==> config.mk <==
export PLATFORM = sky130hd
export DESIGN_NAME = rld_diag
export DESIGN_NICKNAME = d
export VERILOG_FILES = /design/src/hdl/rld_pkg.sv /design/src/hdl/rld_diag.sv
export SDC_FILE = /design/constraint.sdc
export NUM_CORES = 1
export LEC_CHECK = 0
export BUFFER_PORTS_ARGS = -buffer_cell sky130_fd_sc_hd__clkbuf_2
export CAP_MARGIN = 20
export CORE_ASPECT_RATIO = 0.75
export CORE_UTILIZATION = 45
export CTS_CLUSTER_SIZE = 25
export DETAILED_ROUTE_END_ITERATION = 6
export GPL_ROUTABILITY_DRIVEN = 0
export PLACE_DENSITY_LB_ADDON = 0.3
export REMOVE_ABC_BUFFERS = 1
export SLEW_MARGIN = 20
export SYNTH_ARGS = -nofsm -noshare
export SYNTH_HDL_FRONTEND = slang
export SYNTH_SLANG_ARGS = --single-unit
==> constraint.sdc <==
create_clock -name clk_in -period 10.85 [get_ports clk_in]
set_input_delay 2.7125 -clock clk_in [delete_from_list [all_inputs] [get_ports clk_in]]
set_output_delay 2.7125 -clock clk_in [all_outputs]
set_load 0.02 [all_outputs]
==> src/hdl/rld_pkg.sv <==
// Purpose: shared constants for the radio link diagnostics block
// Assumes: 100 MHz system clock, command codes double as register offsets
// Notes: identity words are arbitrary neutral values
package rld_pkg;
  // command codes, also the register offsets
  localparam logic [7:0] CODE_RX_ABORT = 8'h0f;
  localparam logic [7:0] CODE_FACTORY_LOAD = 8'h0e;
  localparam logic [7:0] CODE_FW_VERSION = 8'h14;
  localparam logic [7:0] CODE_TX_DROP = 8'h1b;
  localparam logic [7:0] CODE_LAST_LEVEL = 8'h1c;
  localparam logic [7:0] CODE_PWM_HOLD = 8'h22;
  localparam logic [7:0] CODE_SERIAL_UPPER = 8'h25;
  localparam logic [7:0] CODE_SERIAL_LOWER = 8'h26;
  localparam logic [7:0] CODE_IN_BUF_SIZE = 8'h2c;
  localparam logic [7:0] CODE_INTEGRITY = 8'h40;

  // reset and factory values
  localparam logic [15:0] COUNT_RESET = 16'h0000;
  localparam logic [15:0] COUNT_MAX = 16'hffff;
  localparam logic [7:0] HOLD_RESET = 8'h00;
  localparam logic [7:0] HOLD_FOREVER = 8'hff;
  localparam logic [7:0] LEVEL_MIN = 8'h06;
  localparam logic [7:0] LEVEL_MAX = 8'h36;

  // identity and size words, values arbitrary
  localparam logic [15:0] FW_VERSION = 16'h1000;
  localparam logic [15:0] SERIAL_UPPER = 16'h0000;
  localparam logic [15:0] SERIAL_LOWER = 16'h0001;
  localparam logic [7:0] IN_BUF_SIZE = 8'h80;
  localparam logic [8:0] OUT_BUF_SIZE = 9'({1'b0, IN_BUF_SIZE} + {2'b00, IN_BUF_SIZE[7:1]});

  // pwm shape: 40 steps of 0.208 ms make 8.32 ms
  localparam int CLK_PERIOD_NS = 10;
  localparam int PWM_STEP_NS = 208000;
  localparam int PWM_STEP_CYCLES = PWM_STEP_NS / CLK_PERIOD_NS;
  localparam logic [5:0] PWM_STEPS = 6'h28;
  localparam logic [5:0] DUTY_MAX = 6'h26;
  localparam logic [5:0] DUTY_BASE = 6'h0d;
  localparam logic [3:0] DUTY_MUL = 4'h6;
  localparam logic [3:0] DUTY_DIV = 4'ha;

  // hold time unit 100 ms
  localparam int HOLD_UNIT_NS = 100000000;
  localparam int HOLD_UNIT_CYCLES = HOLD_UNIT_NS / CLK_PERIOD_NS;

  // strap settle wait after reset release
  localparam logic [2:0] STRAP_WAIT = 3'h4;
endpackage

==> src/hdl/rld_diag.sv <==
// Purpose: diagnostic counters, identity words and signal strength pwm of a radio module
// Assumes: events and commands come from logic on clk_in; the strap pin is asynchronous
// Notes: counters are volatile and clear on reset; nothing here is saved
`timescale 1ns/1ns
`default_nettype none
module rld_diag #(
  parameter int STEP_CYCLES = rld_pkg::PWM_STEP_CYCLES,
  parameter int UNIT_CYCLES = rld_pkg::HOLD_UNIT_CYCLES
) (
  // clock and reset
  input wire logic clk_in,
  input wire logic reset_in,
  // parameter command port
  input wire logic cmd_valid_in,
  input wire logic cmd_write_in,
  input wire logic [7:0] cmd_code_in,
  input wire logic [15:0] cmd_param_in,
  output logic rsp_valid_out,
  output logic rsp_error_out,
  output logic [15:0] rsp_data_out,
  output logic factory_default_out,
  // radio events, one-cycle pulses
  input wire logic rx_abort_event_in,
  input wire logic integrity_event_in,
  input wire logic tx_drop_event_in,
  input wire logic packet_rx_in,
  input wire logic [7:0] packet_level_in,
  // shared strap and pwm pin
  input wire logic config_pin_in,
  output logic config_pin_out,
  output logic config_pin_oe_n_out,
  output logic command_mode_out,
  output logic strap_valid_out,
  output logic [8:0] out_buffer_size_out
);
  typedef enum logic [1:0] {RLD_STARTUP, RLD_RUN} rld_state_t;

  logic [15:0] count_q [3];
  logic [2:0] cnt_event;
  logic [2:0] cnt_load;
  logic [7:0] cnt_code [3];
  logic [7:0] hold_q;
  logic [7:0] level_q;
  logic [15:0] rsp_d;
  logic err_d;
  logic cmd_wr;
  logic factory_hit;
  logic hold_hit;

  // command decode
  assign cmd_wr = cmd_valid_in & cmd_write_in;
  assign factory_hit = cmd_valid_in & (cmd_code_in == rld_pkg::CODE_FACTORY_LOAD);
  assign hold_hit = cmd_wr & (cmd_code_in == rld_pkg::CODE_PWM_HOLD);
  assign cnt_code[0] = rld_pkg::CODE_RX_ABORT;
  assign cnt_code[1] = rld_pkg::CODE_INTEGRITY;
  assign cnt_code[2] = rld_pkg::CODE_TX_DROP;
  assign cnt_event = {tx_drop_event_in, integrity_event_in, rx_abort_event_in};
  assign out_buffer_size_out = rld_pkg::OUT_BUF_SIZE;

  // three saturating event counters; a load beats an event in the same cycle
  // saturation is tested before the add, so a busy counter never wraps back to zero
  genvar gi;
  generate
    for (gi = 0; gi < 3; gi++) begin : g_cnt
      assign cnt_load[gi] = cmd_wr & (cmd_code_in == cnt_code[gi]);
      always_ff @(posedge clk_in or posedge reset_in) begin
        if (reset_in) begin
          count_q[gi] <= rld_pkg::COUNT_RESET;
        end else if (cnt_load[gi]) begin
          count_q[gi] <= cmd_param_in;
        end else if (cnt_event[gi] && count_q[gi] != rld_pkg::COUNT_MAX) begin
          count_q[gi] <= count_q[gi] + 16'h0001;
        end
      end
    end
  endgenerate

  // hold setting; factory load restores it but nothing is saved
  always_ff @(posedge clk_in or posedge reset_in) begin
    if (reset_in) begin
      hold_q <= rld_pkg::HOLD_RESET;
    end else if (factory_hit) begin
      hold_q <= rld_pkg::HOLD_RESET;
    end else if (hold_hit) begin
      hold_q <= cmd_param_in[7:0];
    end
  end

  // last packet strength, clamped into the reported span
  // before any packet a query reads the floor, never a stale strength
  always_ff @(posedge clk_in or posedge reset_in) begin
    if (reset_in) begin
      level_q <= rld_pkg::LEVEL_MIN;
    end else if (packet_rx_in) begin
      if (packet_level_in < rld_pkg::LEVEL_MIN) begin
        level_q <= rld_pkg::LEVEL_MIN;
      end else if (packet_level_in > rld_pkg::LEVEL_MAX) begin
        level_q <= rld_pkg::LEVEL_MAX;
      end else begin
        level_q <= packet_level_in;
      end
    end
  end

  // read mux; writes to read-only words and unknown codes answer with error
  // a load answers with the old value, so one command both reads and resets a count
  always_comb begin
    rsp_d = 16'h0000;
    err_d = 1'b0;
    case (cmd_code_in)
      rld_pkg::CODE_RX_ABORT: rsp_d = count_q[0];
      rld_pkg::CODE_INTEGRITY: rsp_d = count_q[1];
      rld_pkg::CODE_TX_DROP: rsp_d = count_q[2];
      rld_pkg::CODE_PWM_HOLD: rsp_d = {8'h00, hold_q};
      rld_pkg::CODE_FACTORY_LOAD: rsp_d = 16'h0000;
      rld_pkg::CODE_LAST_LEVEL: begin
        rsp_d = {8'h00, level_q};
        err_d = cmd_write_in;
      end
      rld_pkg::CODE_IN_BUF_SIZE: begin
        rsp_d = {8'h00, rld_pkg::IN_BUF_SIZE};
        err_d = cmd_write_in;
      end
      rld_pkg::CODE_SERIAL_UPPER: begin
        rsp_d = rld_pkg::SERIAL_UPPER;
        err_d = cmd_write_in;
      end
      rld_pkg::CODE_SERIAL_LOWER: begin
        rsp_d = rld_pkg::SERIAL_LOWER;
        err_d = cmd_write_in;
      end
      rld_pkg::CODE_FW_VERSION: begin
        rsp_d = rld_pkg::FW_VERSION;
        err_d = cmd_write_in;
      end
      default: err_d = 1'b1;
    endcase
  end

  // answer registers, one cycle after the command
  always_ff @(posedge clk_in or posedge reset_in) begin
    if (reset_in) begin
      rsp_valid_out <= 1'b0;
      rsp_error_out <= 1'b0;
      rsp_data_out <= 16'h0000;
      factory_default_out <= 1'b0;
    end else begin
      rsp_valid_out <= cmd_valid_in;
      rsp_error_out <= cmd_valid_in & err_d;
      rsp_data_out <= cmd_valid_in ? rsp_d : 16'h0000;
      factory_default_out <= factory_hit;
    end
  end

  // strap synchroniser; only the second and third stages are compared
  // stages reset to the released level so reset itself never looks like a low strap
  logic strap_s1_q, strap_s2_q, strap_s3_q;
  logic [2:0] settle_q;
  always_ff @(posedge clk_in or posedge reset_in) begin
    if (reset_in) begin
      strap_s1_q <= 1'b1;
      strap_s2_q <= 1'b1;
      strap_s3_q <= 1'b1;
    end else begin
      strap_s1_q <= config_pin_in;
      strap_s2_q <= strap_s1_q;
      strap_s3_q <= strap_s2_q;
    end
  end

  // catch the strap once after release; a low pin asks for command mode
  always_ff @(posedge clk_in or posedge reset_in) begin
    if (reset_in) begin
      settle_q <= 3'h0;
      strap_valid_out <= 1'b0;
      command_mode_out <= 1'b0;
    end else if (!strap_valid_out) begin
      if (settle_q != rld_pkg::STRAP_WAIT) begin
        settle_q <= settle_q + 3'h1;
      end else if (strap_s2_q == strap_s3_q) begin
        strap_valid_out <= 1'b1;
        command_mode_out <= ~strap_s3_q;
      end
    end
  end

  // step divider and 40-step frame counter
  logic [14:0] step_cnt_q;
  logic [5:0] step_idx_q;
  logic step_tick;
  logic frame_last;
  assign step_tick = (step_cnt_q == 15'(STEP_CYCLES - 1));
  assign frame_last = (step_idx_q == rld_pkg::PWM_STEPS - 6'h01);
  always_ff @(posedge clk_in or posedge reset_in) begin
    if (reset_in) begin
      step_cnt_q <= 15'h0000;
      step_idx_q <= 6'h00;
    end else if (step_tick) begin
      step_cnt_q <= 15'h0000;
      step_idx_q <= frame_last ? 6'h00 : step_idx_q + 6'h01;
    end else begin
      step_cnt_q <= step_cnt_q + 15'h0001;
    end
  end

  // duty from strength: 0.6 step per dB above sensitivity, offset 13, capped at 38
  logic [7:0] db_above;
  logic [10:0] db_scaled;
  logic [10:0] duty_raw;
  logic [5:0] duty_level;
  assign db_above = level_q - rld_pkg::LEVEL_MIN;
  assign db_scaled = (11'(db_above) * 11'(rld_pkg::DUTY_MUL)) / 11'(rld_pkg::DUTY_DIV);
  assign duty_raw = db_scaled + 11'(rld_pkg::DUTY_BASE);
  assign duty_level = (db_above == 8'h00) ? 6'h00 :
                      (duty_raw > 11'(rld_pkg::DUTY_MAX)) ? rld_pkg::DUTY_MAX :
                      duty_raw[5:0];

  // hold timer: a unit divider and a count of 100 ms units
  rld_state_t state_q;
  logic [23:0] unit_cnt_q;
  logic [7:0] units_q;
  logic show_q;
  logic unit_tick;
  logic timer_done;
  assign unit_tick = (unit_cnt_q == 24'(UNIT_CYCLES - 1));
  assign timer_done = (units_q >= hold_q);
  // the unit count sticks at its top so a long quiet spell never wraps under the hold
  logic units_full;
  logic hold_forever;
  assign units_full = (units_q == 8'hff);
  assign hold_forever = (hold_q == rld_pkg::HOLD_FOREVER);
  always_ff @(posedge clk_in or posedge reset_in) begin
    if (reset_in) begin
      state_q <= RLD_STARTUP;
      unit_cnt_q <= 24'h000000;
      units_q <= 8'h00;
      show_q <= 1'b0;
    end else begin
      unit_cnt_q <= (unit_tick || packet_rx_in) ? 24'h000000 : unit_cnt_q + 24'h000001;
      case (state_q)
        // hold clears on reset, so the startup wait only lasts when a hold is set by then
        RLD_STARTUP: begin
          if (strap_valid_out && timer_done) begin
            state_q <= RLD_RUN;
            units_q <= 8'h00;
          end else if (unit_tick && !units_full) begin
            units_q <= units_q + 8'h01;
          end
        end
        RLD_RUN: begin
          if (packet_rx_in) begin
            show_q <= 1'b1;
            units_q <= 8'h00;
          end else if (show_q && !hold_forever && timer_done) begin
            show_q <= 1'b0;
          end else if (unit_tick && !units_full) begin
            units_q <= units_q + 8'h01;
          end
        end
        default: state_q <= RLD_STARTUP;
      endcase
    end
  end

  // hold zero keeps the pin an input for good
  logic pwm_enabled;
  assign pwm_enabled = (hold_q != rld_pkg::HOLD_RESET);

  // pin drive: input while disabled or starting, low until a packet, then pwm
  // the pin turns output only after startup, once the strap has been read
  always_ff @(posedge clk_in or posedge reset_in) begin
    if (reset_in) begin
      config_pin_oe_n_out <= 1'b1;
      config_pin_out <= 1'b0;
    end else begin
      config_pin_oe_n_out <= !(state_q == RLD_RUN && pwm_enabled);
      config_pin_out <= show_q && (step_idx_q < duty_level);
    end
  end
endmodule
`default_nettype wire

==> run metrics <==
Worst-path clk slew roughly 0.06 ns; routed vias 9,687; chip height 136 µm; synthesis-to-finish area growth 13.0%; Post-synth EDFFs 0; hold path cells 0; Pins Over Slew Limit 0; # port buffers 63; Worst Tran Pin Value 1.09 ns; n_diodes 0; Total GRT Usage 23.6%; hold violation count in the final report 0; die width about 180 µm; Worst Path Required about 11 ns; drt wl/cell 17.6 µm; Primary FF master, synth dfrtp_1; Tcrit/Tclk final 94.8%; status complete, no violations; design area 0.0121 mm²; synthesized area per cell approximately 8.6 µm²; Max Cap Viol 0; arrival time at the worst endpoint 10.64 ns; Critical Path Slowest Stage Cell dfstp_4; Leak 4.98 nW; Warnings, synthesis 0; Routed Antenna Nets 0; final setup violation count 0; clk_skew a little over 0.008 ns; Cell Area, Placed around 0.011 mm²; largest area contributor in the netlist dfrtp_1; initial antenna violation count 0; CP dominant cell by count ha_1; largest net degree at the start of global routing 94; TritonCTS Buffers 17; GR Overflow Total 0; critical path class reg2reg; first-pass GRT wire length 46.2 mm; CTS Root Cell clkbuf_16; Setup WS pre-CTS ~0.24 ns; Max clock buf depth 2; top post-synthesis cells by count dfrtp_1, nor2_1, nand2_1; Critical Path Fanout Max 12; sequential share of the synthesized area 34.7%; Post-synth ARST share 100%; most common cell in the synthesized netlist dfrtp_1; worst r2r path cells 40; layout cells sized above 1 15.0%; Period minus WS final 10.29 ns; Power Density 214 mW/mm²; FP Rows 48; Via density 5.98; Max H-tree Level 4; Yosys cell types around 110; TritonCTS clock tree built; Die ar. 0.0244 mm²; number of synthesized register bits 148; Hold Crit Class reg2reg; Remaining DRCs 0; Critical Path Sink Type flop; worst setup margin 0.563 ns; clock sink total between 100 and 150; Core Area 0.0232 mm²; Max VDD drop ~0.00017 V; post-synthesis instance total 1,250; fill cell count roughly 2,100; synth top area cells dfrtp_1, xnor2_1, nor2_1; worst-skew pair later-pin latency 0.42 ns; final std cells w/o fill ~1,600; Synth top area share approximately a third; DRT Wirelength 28.4 mm; Slew headroom 27.0%; Detailed Place HPWL 20.6 mm; crit start category flop; # nets final 1,385; Critical Path Max Stage Delay 0.71 ns; dpl cells 1,581; DR iter-0 viols 991; fmax 0.0972 GHz; starting density of the core 46.1%; num ports 73; synthesized cell area 0.0107 mm²; Pre-Repair DR Iteration Count 7; vias in the first global route 8,751
-- power by group --
group	switching [W]	leakage [nW]	internal (W)	total, W
combinational	0.000786	2.75	0.000541	0.00133
sequential	0.0000665	1.95	0.000602	0.000668
clock	0.000229	0.277	0.000361	0.000590
-- worst paths after layout --
check	start	to	slack (ns)
worst min-delay path	strap_s1_q	strap_s2_q	0.35
worst min register to register	strap_s1_q	strap_s2_q	0.35
worst max-delay path	level_q[1]	config_pin_out	0.56
worst max register to register	level_q[1]	config_pin_out	0.56
max in group asynchronous	reset_in	level_q[6]	7.15
min in group asynchronous	reset_in	unit_cnt_q[0]	2.47
-- layer usage --
layer | global-route usage, % | share of wire (%) | vias up
met2 | 32.3 | 41 | 439
met4 | 7.31 | 1.4 | 0
met1 | 37.3 | 50 | 4568
li1 | - | - | 4649
met3 | 3.58 | 7.6 | 31
met5 | 0 | 0 | -
-- metrics by stage --
stage	power [W]	hold WS, ns	TNS (ns)	util (%)
6_report	0.00259	0.355	0	52.1
5_1_grt	0.00273	0.365	-0.0815	52.1
4_1_cts	0.00249	0.356	0	51.2
3_5_place_dp	0.00189	0.347	0	48.7
3_3_place_gp	0.00187	0.348	0	48.7
2_1_floorplan	0.00162	0.345	0	-
-- flip-flops by register name, summed over array words and instances, names as in the netlist, 3 cells and up --
name          cells
count_q          48
unit_cnt_q       24
rsp_data_out     16
step_cnt_q       15
hold_q            8
level_q           8
units_q           8
step_idx_q        6
settle_q          3
-- critical path, delay by kind of cell (launching register included) --
kind	cells	cell delay [ns]
xor+xnor	1	0.18
simple gates	11	2.63
compound gates	17	4.09
fa+ha+maj	5	1.61
buf+inv	5	0.68
mux	1	0.29
flops	1	0.71
-- cell families (layout without fill, tap and decap cells) --
logic type               after synthesis  in the layout  share of synthesized area (%)
XOR/XNOR                             118            118                           10.2
multiplexers                          20             20                           1.98
other                                  2              9                         0.0702
flip-flops                           148            148                           34.7
AND/OR/NAND/NOR                      518            518                           23.9
adder cells (fa/ha/maj)               39             39                           4.53
buffers and inverters                100            162                           4.15
AO/OA/AOI/OAI                        305            305                           20.5
-- layout by cell type, fill, tap and decap left out, types with 10 or more instances in the layout --
cell,instances
buf_4,25
o21ai_0,65
clkbuf_16,17
and3_1,35
a21oi_1,66
a31oi_1,10
nand3_1,55
dfrtp_1,142
ha_1,36
nor2_1,138
clkbuf_2,63
o211ai_1,14
nor3_1,28
a222oi_1,15
nand4_1,22
or3_1,15
mux2i_1,16
nand2_1,131
nand2b_1,11
nor2b_1,15
xor2_1,51
xnor2_1,59
inv_1,40
-- final cells by class --
type	instances	area (µm²)	area share (%)
Multi-Input combinational cell	1009	6740	55.8
Sequential cell	148	3710	30.7
Timing Repair Buffer	88	503	4.16
Clock inverter	8	100	0.828
Clock buffer	23	488	4.04
Inverter	43	166	1.38
Tap cell	300	375	3.11
-- what timing repair did --
action	CTS	global route
gates resized for setup	0	28
hold buffers	0	0
endpoints found under the setup margin	0	1
buffers inserted	0	7
Power figures use the tool's default switching activity.
